===== src/twm_regs.svh =====
// Constants for the two-wire master controller.
`ifndef TWM_REGS_SVH
`define TWM_REGS_SVH
// =====================================================================
// Field widths and reset values
`define TWM_INTERNAL_ADDRESS_VALUE_SZ_W 2
`define TWM_DIV_W 8
`define TWM_PRESC_W 3
`define TWM_FIFO_DEPTH 32
`define TWM_RST_CLK_LOW_DIV 8'h10
`define TWM_RST_CLK_HIGH_DIV 8'h10
`define TWM_RST_PRESC 3'h0
// =====================================================================
// Timing: fastest legal bus clock is 400 kbit/s, so each half needs 1250 ns.
`define TWM_CLK_PERIOD_NS 10
`define TWM_MIN_HALF_NS 1250
`define TWM_MIN_HALF_CYC ((`TWM_MIN_HALF_NS + `TWM_CLK_PERIOD_NS - 1) / `TWM_CLK_PERIOD_NS)
`endif


===== src/twm_pkg.sv =====
// Types for the two-wire master controller.
package twm_pkg;
  typedef enum logic [3:0] {
    ST_IDLE, ST_START, ST_BIT, ST_ACK, ST_WAIT, ST_RSTART, ST_STOP, ST_DONE
  } twm_state_t;
  typedef enum logic [1:0] {
    PH_ADDR, PH_INTERNAL_ADDRESS_VALUE, PH_WDATA, PH_RDATA
  } twm_phase_t;
endpackage


===== src/twm_fifo.sv =====
// Receive data FIFO of the two-wire master controller.
`timescale 1ns/1ps
module twm_fifo #(
  parameter int WIDTH = 8,
  parameter int DEPTH = 32
) (
  input wire logic clk,
  input wire logic sys_rst,
  input wire logic inValid,
  output logic inReady,
  input wire logic [WIDTH-1:0] inData,
  output logic outValid,
  input wire logic outReady,
  output logic [WIDTH-1:0] outData
);
  localparam int AW = $clog2(DEPTH);
  logic [WIDTH-1:0] mem [DEPTH];
  logic [AW-1:0] wrPtr_q;
  logic [AW-1:0] rdPtr_q;
  logic [AW:0] count_q;
  wire pushEn = inValid && inReady;
  wire popEn = outValid && outReady;
  assign inReady = (count_q != DEPTH[AW:0]);
  assign outValid = (count_q != '0);
  assign outData = mem[rdPtr_q];
  always_ff @(posedge clk) begin
    if (pushEn) begin
      mem[wrPtr_q] <= inData;
    end
  end
  always_ff @(posedge clk or posedge sys_rst) begin
    if (sys_rst) begin
      wrPtr_q <= '0;
      rdPtr_q <= '0;
      count_q <= '0;
    end else begin
      if (pushEn) wrPtr_q <= (wrPtr_q == AW'(DEPTH - 1)) ? '0 : wrPtr_q + 1'b1;
      if (popEn) rdPtr_q <= (rdPtr_q == AW'(DEPTH - 1)) ? '0 : rdPtr_q + 1'b1;
      count_q <= count_q + (AW + 1)'(pushEn) - (AW + 1)'(popEn);
    end
  end
endmodule


===== src/twm_clkgen.sv =====
// Bus clock tick generator: prescaler plus low and high dividers.
`timescale 1ns/1ps
`include "twm_regs.svh"
module twm_clkgen (
  input wire logic clk,
  input wire logic sys_rst,
  input wire logic run,
  input wire logic sclHigh,
  input wire logic [`TWM_PRESC_W-1:0] prescale,
  input wire logic [`TWM_DIV_W-1:0] lowDiv,
  input wire logic [`TWM_DIV_W-1:0] highDiv,
  output logic tick
);
  // =====================================================================
  // Half period length
  logic [19:0] cnt_q;
  logic [19:0] cnt_d;
  wire [19:0] rawLow = (20'({lowDiv, 1'b0}) + 20'h00004) << prescale;
  wire [19:0] rawHigh = (20'({highDiv, 1'b0}) + 20'h00004) << prescale;
  wire [19:0] selHalf = sclHigh ? rawHigh : rawLow;
  // Never shorter than the 400 kbit/s half period whatever the dividers say.
  wire [19:0] halfLen = (selHalf < 20'(`TWM_MIN_HALF_CYC)) ? 20'(`TWM_MIN_HALF_CYC) : selHalf;
  wire hit = run && (cnt_q + 20'h00001 >= halfLen);
  assign cnt_d = (!run || hit) ? 20'h00000 : cnt_q + 20'h00001;
  always_ff @(posedge clk or posedge sys_rst) begin
    if (sys_rst) begin
      cnt_q <= 20'h00000;
      tick <= 1'b0;
    end else begin
      cnt_q <= cnt_d;
      tick <= hit;
    end
  end
endmodule


===== src/twm_master.sv =====
// Two-wire bus master controller top level.
`timescale 1ns/1ps
`include "twm_regs.svh"
// Function
// - Bytes are eight bits, MSB first, each followed by an acknowledge bit.
// - START is data falling with clock high; STOP is data rising with clock high.
// - Both lines are only pulled low or released, never driven high.
// - A transmit write starts START, 7-bit address, direction bit 0.
// - On the ninth pulse release data, sample it, flag no-acknowledge if high.
// - Each status flag raises the interrupt when its enable bit is set.
// - After acknowledge, load holding data to shifter; set transmit-ready until next write (here set only at an acknowledge with no unsent byte held).
// - In a write, hold the clock low until new transmit data arrives.
// - STOP comes only from the stop command or a no-acknowledge; otherwise clock stays stretched.
// - Start command in receive mode sends START, address, direction 1, checks acknowledge.
// - Acknowledge each received byte except the last, which is followed by STOP.
// - Receive-ready sets when a byte lands; reading the holding register clears it (here only once that read empties the 32-entry receive FIFO).
// - Read with internal address first writes address bytes, then repeated START.
// - Send zero to three internal address bytes per size field.
module twm_master (
  input wire logic clk,
  input wire logic sys_rst,
  input wire logic masterEnableCmd,
  input wire logic slaveDisableCmd,
  input wire logic startCmd,
  input wire logic stopCmd,
  input wire logic readDirectionBit,
  input wire logic [6:0] targetDeviceAddress,
  input wire logic [`TWM_INTERNAL_ADDRESS_VALUE_SZ_W-1:0] internalAddressSize,
  input wire logic [23:0] internalAddressValue,
  input wire logic [`TWM_PRESC_W-1:0] clockPrescaleField,
  input wire logic [`TWM_DIV_W-1:0] clockLowDivider,
  input wire logic [`TWM_DIV_W-1:0] clockHighDivider,
  input wire logic [7:0] txHoldWrData,
  input wire logic txHoldWrite,
  output logic [7:0] rxHoldData,
  input wire logic rxHoldRead,
  input wire logic [2:0] intEnable,
  output logic noAcknowledgeFlag,
  output logic transmitReadyFlag,
  output logic receiveReadyFlag,
  output logic irq,
  output logic busy,
  input wire logic serialDataLineIn,
  output logic serialDataLineOut,
  output logic serialDataLineOe,
  input wire logic serialClockLineIn,
  output logic serialClockLineOut,
  output logic serialClockLineOe
);
  // =====================================================================
  // Pin synchronisers
  logic [1:0] sdaSync_q;
  logic [1:0] sclSync_q;
  wire sdaIn = sdaSync_q[1];
  wire sclIn = sclSync_q[1];

  // =====================================================================
  // State
  twm_pkg::twm_state_t state_q;
  twm_pkg::twm_phase_t phase_q;
  logic mode_q;
  logic [7:0] shift_q;
  logic [2:0] bitCnt_q;
  logic [1:0] iadrLeft_q;
  logic readAfter_q;
  logic stopPend_q;
  logic txPend_q;
  logic [7:0] txHold_q;
  logic sclDrvLow_q;
  logic sdaDrvLow_q;
  logic [1:0] sub_q;
  logic [7:0] rxPushData_q;
  logic rxPush_q;
  logic enabled_q;

  // =====================================================================
  // Clock tick and receive FIFO
  logic tick;
  logic sclHighPhase;
  logic runClk;
  logic fifoInReady;
  logic fifoOutValid;
  logic [7:0] fifoOutData;
  assign sclHighPhase = !sclDrvLow_q;
  assign runClk = (state_q != twm_pkg::ST_IDLE) && (state_q != twm_pkg::ST_WAIT);

  twm_clkgen uClk (
    .clk(clk),
    .sys_rst(sys_rst),
    .run(runClk),
    .sclHigh(sclHighPhase),
    .prescale(clockPrescaleField),
    .lowDiv(clockLowDivider),
    .highDiv(clockHighDivider),
    .tick(tick)
  );

  twm_fifo #(.WIDTH(8), .DEPTH(`TWM_FIFO_DEPTH)) uFifo (
    .clk(clk),
    .sys_rst(sys_rst),
    .inValid(rxPush_q),
    .inReady(fifoInReady),
    .inData(rxPushData_q),
    .outValid(fifoOutValid),
    .outReady(rxHoldRead),
    .outData(fifoOutData)
  );

  // =====================================================================
  // Decoded helpers
  function automatic logic [7:0] iadrByte(input logic [23:0] v, input logic [1:0] idx);
    iadrByte = (idx == 2'h3) ? v[23:16] : (idx == 2'h2) ? v[15:8] : v[7:0];
  endfunction

  // Clock stretching by a slave: a released clock that still reads low pauses us.
  wire sclStretched = !sclDrvLow_q && !sclIn;
  wire step = tick && !sclStretched;
  wire lastBit = (bitCnt_q == 3'h0);
  wire isRead = (phase_q == twm_pkg::PH_RDATA);
  wire [7:0] addrByteW = {targetDeviceAddress, 1'b0};
  wire [7:0] addrByteR = {targetDeviceAddress, 1'b1};
  wire needIadr = (internalAddressSize != 2'h0);
  wire [7:0] firstByte = (needIadr || !readDirectionBit) ? addrByteW : addrByteR;
  // The receive FIFO stalls reception: no new read byte starts while it is full.
  wire rxRoom = fifoInReady && !rxPush_q;
  wire kickWrite = enabled_q && !readDirectionBit && txHoldWrite;
  wire kickRead = enabled_q && readDirectionBit && startCmd;

  // Receive outputs are registered, so they trail the FIFO head by one cycle.

  // =====================================================================
  // Pins and bus synchronisers
  always_ff @(posedge clk or posedge sys_rst) begin
    if (sys_rst) begin
      sdaSync_q <= 2'h3;
      sclSync_q <= 2'h3;
    end else begin
      sdaSync_q <= {sdaSync_q[0], serialDataLineIn};
      sclSync_q <= {sclSync_q[0], serialClockLineIn};
    end
  end

  always_ff @(posedge clk or posedge sys_rst) begin
    if (sys_rst) begin
      serialDataLineOut <= 1'b0;
      serialClockLineOut <= 1'b0;
      serialDataLineOe <= 1'b0;
      serialClockLineOe <= 1'b0;
      busy <= 1'b0;
      irq <= 1'b0;
      rxHoldData <= 8'h00;
      receiveReadyFlag <= 1'b0;
    end else begin
      serialDataLineOut <= 1'b0;
      serialClockLineOut <= 1'b0;
      serialDataLineOe <= sdaDrvLow_q;
      serialClockLineOe <= sclDrvLow_q;
      busy <= (state_q != twm_pkg::ST_IDLE);
      rxHoldData <= fifoOutData;
      receiveReadyFlag <= fifoOutValid;
      irq <= (intEnable[0] && noAcknowledgeFlag) || (intEnable[1] && transmitReadyFlag) ||
             (intEnable[2] && receiveReadyFlag);
    end
  end

  // =====================================================================
  // Software side holding register and commands
  always_ff @(posedge clk or posedge sys_rst) begin
    if (sys_rst) begin
      enabled_q <= 1'b0;
      txHold_q <= 8'h00;
      txPend_q <= 1'b0;
      stopPend_q <= 1'b0;
    end else begin
      if (masterEnableCmd && slaveDisableCmd) enabled_q <= 1'b1;
      if (txHoldWrite) txHold_q <= txHoldWrData;
      if (txHoldWrite) begin
        txPend_q <= 1'b1;
      end else if (state_q == twm_pkg::ST_BIT && phase_q == twm_pkg::PH_WDATA && sub_q == 2'h0
                   && bitCnt_q == 3'h7 && step) begin
        txPend_q <= 1'b0;
      end
      if (stopCmd) begin
        stopPend_q <= 1'b1;
      end else if (state_q == twm_pkg::ST_DONE) begin
        stopPend_q <= 1'b0;
      end
    end
  end

  // =====================================================================
  // Bus sequencer. Each bit is four quarter steps: 0 clock low set data, 1 release clock,
  // 2 sample, 3 pull clock low.
  always_ff @(posedge clk or posedge sys_rst) begin
    if (sys_rst) begin
      state_q <= twm_pkg::ST_IDLE;
      phase_q <= twm_pkg::PH_ADDR;
      mode_q <= 1'b0;
      shift_q <= 8'h00;
      bitCnt_q <= 3'h7;
      iadrLeft_q <= 2'h0;
      readAfter_q <= 1'b0;
      sclDrvLow_q <= 1'b0;
      sdaDrvLow_q <= 1'b0;
      sub_q <= 2'h0;
      noAcknowledgeFlag <= 1'b0;
      transmitReadyFlag <= 1'b1;
      rxPush_q <= 1'b0;
      rxPushData_q <= 8'h00;
    end else begin
      rxPush_q <= 1'b0;
      if (txHoldWrite && enabled_q) transmitReadyFlag <= 1'b0;
      unique case (state_q)
        twm_pkg::ST_IDLE: begin
          sclDrvLow_q <= 1'b0;
          sdaDrvLow_q <= 1'b0;
          if (kickWrite || kickRead) begin
            noAcknowledgeFlag <= 1'b0;
            mode_q <= readDirectionBit;
            readAfter_q <= readDirectionBit && needIadr;
            iadrLeft_q <= internalAddressSize;
            shift_q <= firstByte;
            phase_q <= twm_pkg::PH_ADDR;
            sub_q <= 2'h0;
            state_q <= twm_pkg::ST_START;
          end
        end
        twm_pkg::ST_START, twm_pkg::ST_RSTART: if (step) begin
          // Data falls while the clock is released high, then clock is pulled low.
          sub_q <= sub_q + 2'h1;
          if (sub_q == 2'h0) begin
            sdaDrvLow_q <= 1'b0;
            sclDrvLow_q <= 1'b0;
          end else if (sub_q == 2'h1) begin
            sdaDrvLow_q <= 1'b1;
          end else if (sub_q == 2'h2) begin
            sclDrvLow_q <= 1'b1;
          end else begin
            bitCnt_q <= 3'h7;
            state_q <= twm_pkg::ST_BIT;
          end
        end
        twm_pkg::ST_BIT: if (step) begin
          sub_q <= sub_q + 2'h1;
          if (sub_q == 2'h0) begin
            sclDrvLow_q <= 1'b1;
            sdaDrvLow_q <= isRead ? 1'b0 : !shift_q[7];
          end else if (sub_q == 2'h1) begin
            sclDrvLow_q <= 1'b0;
          end else if (sub_q == 2'h2) begin
            if (isRead) shift_q <= {shift_q[6:0], sdaIn};
          end else begin
            sclDrvLow_q <= 1'b1;
            if (!isRead) shift_q <= {shift_q[6:0], 1'b0};
            bitCnt_q <= bitCnt_q - 3'h1;
            if (lastBit) state_q <= twm_pkg::ST_ACK;
          end
        end
        twm_pkg::ST_ACK: if (step) begin
          sub_q <= sub_q + 2'h1;
          if (sub_q == 2'h0) begin
            // Receiver acknowledges every byte but the one that ends with STOP.
            sdaDrvLow_q <= isRead ? !stopPend_q : 1'b0;
            if (isRead) begin
              rxPushData_q <= shift_q;
              rxPush_q <= 1'b1;
            end
          end else if (sub_q == 2'h1) begin
            sclDrvLow_q <= 1'b0;
          end else if (sub_q == 2'h2) begin
            if (!isRead && sdaIn) noAcknowledgeFlag <= 1'b1;
            // Ready only once the held byte is taken, so software cannot overwrite it unsent.
            if (!isRead && !sdaIn && !txPend_q) transmitReadyFlag <= 1'b1;
          end else begin
            sclDrvLow_q <= 1'b1;
            if (noAcknowledgeFlag) begin
              state_q <= twm_pkg::ST_STOP;
            end else if (isRead) begin
              state_q <= stopPend_q ? twm_pkg::ST_STOP : twm_pkg::ST_WAIT;
            end else if (iadrLeft_q != 2'h0) begin
              shift_q <= iadrByte(internalAddressValue, iadrLeft_q);
              iadrLeft_q <= iadrLeft_q - 2'h1;
              phase_q <= twm_pkg::PH_INTERNAL_ADDRESS_VALUE;
              bitCnt_q <= 3'h7;
              state_q <= twm_pkg::ST_BIT;
            end else if (readAfter_q) begin
              readAfter_q <= 1'b0;
              shift_q <= addrByteR;
              phase_q <= twm_pkg::PH_ADDR;
              state_q <= twm_pkg::ST_RSTART;
            end else if (phase_q == twm_pkg::PH_ADDR && mode_q) begin
              phase_q <= twm_pkg::PH_RDATA;
              state_q <= twm_pkg::ST_WAIT;
            end else begin
              phase_q <= twm_pkg::PH_WDATA;
              state_q <= twm_pkg::ST_WAIT;
            end
          end
        end
        twm_pkg::ST_WAIT: begin
          // Clock stays low here until transmit data or a stop request (write) or FIFO room (read) arrives.
          sclDrvLow_q <= 1'b1;
          sub_q <= 2'h0;
          bitCnt_q <= 3'h7;
          if (isRead) begin
            if (rxRoom) state_q <= twm_pkg::ST_BIT;
          end else if (txPend_q) begin
            shift_q <= txHold_q;
            state_q <= twm_pkg::ST_BIT;
          end else if (stopPend_q) begin
            state_q <= twm_pkg::ST_STOP;
          end
        end
        twm_pkg::ST_STOP: if (step) begin
          sub_q <= sub_q + 2'h1;
          if (sub_q == 2'h0) begin
            sdaDrvLow_q <= 1'b1;
          end else if (sub_q == 2'h1) begin
            sclDrvLow_q <= 1'b0;
          end else if (sub_q == 2'h2) begin
            sdaDrvLow_q <= 1'b0;
          end else begin
            state_q <= twm_pkg::ST_DONE;
          end
        end
        twm_pkg::ST_DONE: begin
          state_q <= twm_pkg::ST_IDLE;
        end
        default: begin
          state_q <= twm_pkg::ST_IDLE;
        end
      endcase
    end
  end
endmodule


===== config.mk =====
export PLATFORM = sky130hd
export DESIGN_NAME = twm_master
export DESIGN_NICKNAME = d
export VERILOG_FILES = /design/src/twm_pkg.sv /design/src/twm_fifo.sv /design/src/twm_clkgen.sv /design/src/twm_master.sv
export VERILOG_INCLUDE_DIRS = /design/src
export SDC_FILE = /design/constraint.sdc
export NUM_CORES = 1
export LEC_CHECK = 0
export BUFFER_PORTS_ARGS = -buffer_cell sky130_fd_sc_hd__buf_2
export CAP_MARGIN = 25
export CORE_UTILIZATION = 50
export CTS_BUF_LIST = sky130_fd_sc_hd__clkbuf_8
export DETAILED_ROUTE_END_ITERATION = 7
export HOLD_SLACK_MARGIN = 0.12
export PLACE_DENSITY_LB_ADDON = 0.1
export RECOVER_POWER = 25
export SYNTH_ARGS = -nofsm -noshare
export SYNTH_HDL_FRONTEND = slang
export SYNTH_HIERARCHICAL = 1
export SYNTH_SLANG_ARGS = --single-unit

===== constraint.sdc =====
create_clock -name clk -period 14.5 [get_ports clk]
set_clock_uncertainty 0.2 [all_clocks]
set_input_delay 1.45 -clock clk [delete_from_list [all_inputs] [get_ports clk]]
set_output_delay 1.45 -clock clk [all_outputs]
set_load 0.05 [all_outputs]

==> metrics.cfg <==
[clocking]
postCtsSetupRepairBufs=0
clockBufferDepth=3
htree_levels=2
numCtsBuffers=58
cts_tree=done
cts_sinks=356
path_clk_slew_ns=0.06
cts-root-buf=clkbuf_8
clock_latency_ns=0.60
cts_resized=0
cts_hold_buf=0

[cells_and_area]
drive_gt1_share_pct=25.4
finalNetCount=1383
fin_util_pct=57.4
n_antenna_cell=0
syn2layout_area_growth_pct=12.9
multi_input_area_um2=5930
ff_latch_area_um2=10200
fill_cells=2628
stdcell_count=1755

[sta]
setup_viol=0
post-route-period-util_pct=38.5
fin_setup_tns_ns=0
slew_viol_final=0
rsz0062_at_grt=no
relSlewSlack_pct=12.4
clock.fmax_ghz=0.179
hold_viol=0
min_period_ns=5.58
worstMarginPinSlew_ns=1.31

[floorplan]
die_w_um=184
initial_utilization_pct=50.9
core_area_um2=32600
die_area_um2=33900
ios=91
rows=66
die_h_um=184

[placement]
io_buffer_count=88
gp_congestion=0.855
dp_cells=1641
dpl.hpwl_um=23800

[grt]
grt_pass1_vias=10173
gr-usage-all-layers_pct=22.0
grt_pass1_wl_um=56700
grt_max_degree=64
overflow=0
antenna_found_initial=0

[run]
max-cap-violations=0

[power_and_ir_drop]
pwr-share-seq_pct=39.9
p_int_uw=2150
p_comb_share_pct=31.2
switching_share_pct=33.8
power_leakage_uw=0.00661
cellPowerDensity_nw_per_um2=173
clockPowerShare_pct=28.8
p_sw_uw=1100
ir_drop_v=0.000102

[setup_path]
startpoint=sclDrvLow_q$_DFFE_PP0P_
crit_required_ns=14.80
path_buf_inv=3
path_cells=inv_1, mux2_2, ha_1, inv_1, a21oi_2, xnor2_1, mux4_2, o41ai_2, nand4_2, inv_1, ha_1, nand2b_1, a21o_1, a21o_1, a21o_1, a2111oi_1, o211ai_4, nor2b_1
r2r-start=sclDrvLow_q$_DFFE_PP0P_
crit_path_max_fanout=18
crit_path_start_kind=flop
critical_path_class=reg2reg
crit_slowest_cell=a2111oi_1
slowest_delay_ns=0.66
crit_arrival_ns=5.88
crit_path_end_kind=flop
path_delay_family=compound AO/OA/AOI/OAI gates

[synth]
async_flop_share_pct=28.1
ys_warn_count=6
avgSynthCellArea_um2=14.5
yosysSeqAreaShare_pct=61.5
synthFlopType=edfxtp_1
postSynthCellCount=1147
synthDistinctLibCells=90
synth-edff-count=256
synth_area_um2=16600
yosys_register_bits=356

[route]
wl_um=35900
drt-vias-per-instance=5.70
ant_nets=0
drc=0
drt-wirelength-per-cell_um=20.4
drtIter0Drc=704
first_pass_iters=5
vias=10005

[min_path]
hp-start=sdaSync_q[0]$_DFF_PP1_
hold_class=reg2reg

[run_status]
outcome=finished, final reports clean

-- final cells by class --
type	count	share of cell area, %
sequential	356	54.5
multi-input combinational	695	31.7
clock buffer	68	5.00
timing repair buffer	109	3.22
tap	442	2.95
clock inverter	42	1.83
inverter	43	0.862
-- cell families after synthesis --
logic type               Yosys count  share of synthesized area [%]
buffers and inverters             99                           2.87
other                              2                         0.0453
AO/OA/AOI/OAI                    206                           9.07
adder cells (fa/ha/maj)           46                           3.51
XOR/XNOR                          23                           1.21
AND/OR/NAND/NOR                  270                           8.89
multiplexers                     145                           12.9
flip-flops                       356                           61.5
-- metrics by stage --
stage	hold WS (ns)	power (uW)	setup slack [ns]	area, um^2
floorplan	0.145	2070	8.97	16600
global placement	0.146	2320	8.52	17400
detailed placement	0.149	2340	8.44	17500
CTS	0.156	3290	8.90	18800
global route	0.158	3430	8.43	18700
finish	0.156	3250	8.92	18700
-- metal layers --
layer / part of all wire [%] / wire, um / vias up / GRT usage, %
li1: - / - / 4643 / -
met1: 44 / 15600 / 5069 / 29.2
met2: 50 / 18000 / 237 / 37.5
met3: 4.3 / 1530 / 56 / 3.04
met4: 2.1 / 749 / 0 / 6.63
met5: 0 / 0 / - / 0
-- worst paths after layout --
check | endpoint | slack, ns | depth (start not counted)
setup / recovery | uClk/cnt_q[2]$_DFF_PP0_ | 8.92 | 18
hold / removal | sdaSync_q[1]$_DFF_PP1_ | 0.16 | 0
setup reg to reg | uClk/cnt_q[2]$_DFF_PP0_ | 8.92 | 18
hold reg to reg | sdaSync_q[1]$_DFF_PP1_ | 0.16 | 0
max in group asynchronous | shift_q[3]$_DFFE_PP0P_ | 12.60 | 3
min in group asynchronous | uFifo/rdPtr_q[0]$_DFFE_PP0P_ | 0.78 | 2
-- worst reg2reg max path, stage by stage, from the launching register on --
cell and delay [ns]:
dfrtp_1 0.48, inv_1 0.49, mux2_2 0.41, ha_1 0.23, inv_1 0.11, a21oi_2 0.05
xnor2_1 0.19, mux4_2 0.51, o41ai_2 0.37, nand4_2 0.20, inv_1 0.11, ha_1 0.22
nand2b_1 0.14, a21o_1 0.17, a21o_1 0.17, a21o_1 0.18, a2111oi_1 0.66, o211ai_4 0.42
nor2b_1 0.23
-- layout by cell type (no fill, tap or decap), types with 7 or more instances in the layout --
cell type,count
xor2_1,10
buf_2,88
dfrtp_1,91
nor2b_1,17
nand4_1,9
clkinv_1,10
inv_1,58
a221o_1,9
mux2_2,41
a22oi_1,17
clkbuf_8,68
o221ai_1,8
a21o_1,8
mux2i_1,51
o21ai_0,41
and2_1,9
nand3_1,25
dfstp_2,8
mux4_2,51
nand2b_1,10
a22o_1,11
nand2_1,64
nand3b_1,9
a2111oi_2,7
ha_1,45
buf_4,12
o22ai_1,10
nor2b_4,8
a21oi_1,43
xnor2_1,13
nor3_1,7
edfxtp_1,256
nor2_1,76
-- Yosys cell counts (13+ instances only) --
master      n  area (um^2)
a21oi_1    43          215
a22oi_1    17          128
clkbuf_1   26         97.6
dfrtp_1    92         2300
edfxtp_1  256         7690
ha_1       45          563
inv_1      41          154
mux2_2     41          462
mux2i_1    51          510
mux4_2     51         1150
nand2_1    64          240
nand3_1    25          125
nor2_1     77          289
nor2b_1    17          106
o21ai_0    41          205
xnor2_1    13          114
-- power groups by stage --
stage          logic (uW)  clock network [uW]  registers (uW)
3_5_place_dp         1020                   0            1320
6_report             1010                 937            1300
4_1_cts              1020                 960            1300
3_3_place_gp          991                   0            1330
2_1_floorplan         764                   0            1310
5_1_grt              1110                1000            1310
-- sequential cells by signal, summed over array words and instances (netlist names), 2 cells and up --
register / flops
bitCnt_q: 3
iadrLeft_q: 2
phase_q: 2
rxHoldData: 8
rxPushData_q: 8
sclSync_q: 2
sdaSync_q: 2
shift_q: 8
state_q: 3
sub_q: 2
txHold_q: 8
uClk/cnt_q: 20
uFifo/count_q: 6
uFifo/mem: 256
uFifo/rdPtr_q: 5
uFifo/wrPtr_q: 5
No activity file was read; power rests on OpenSTA's default activity.
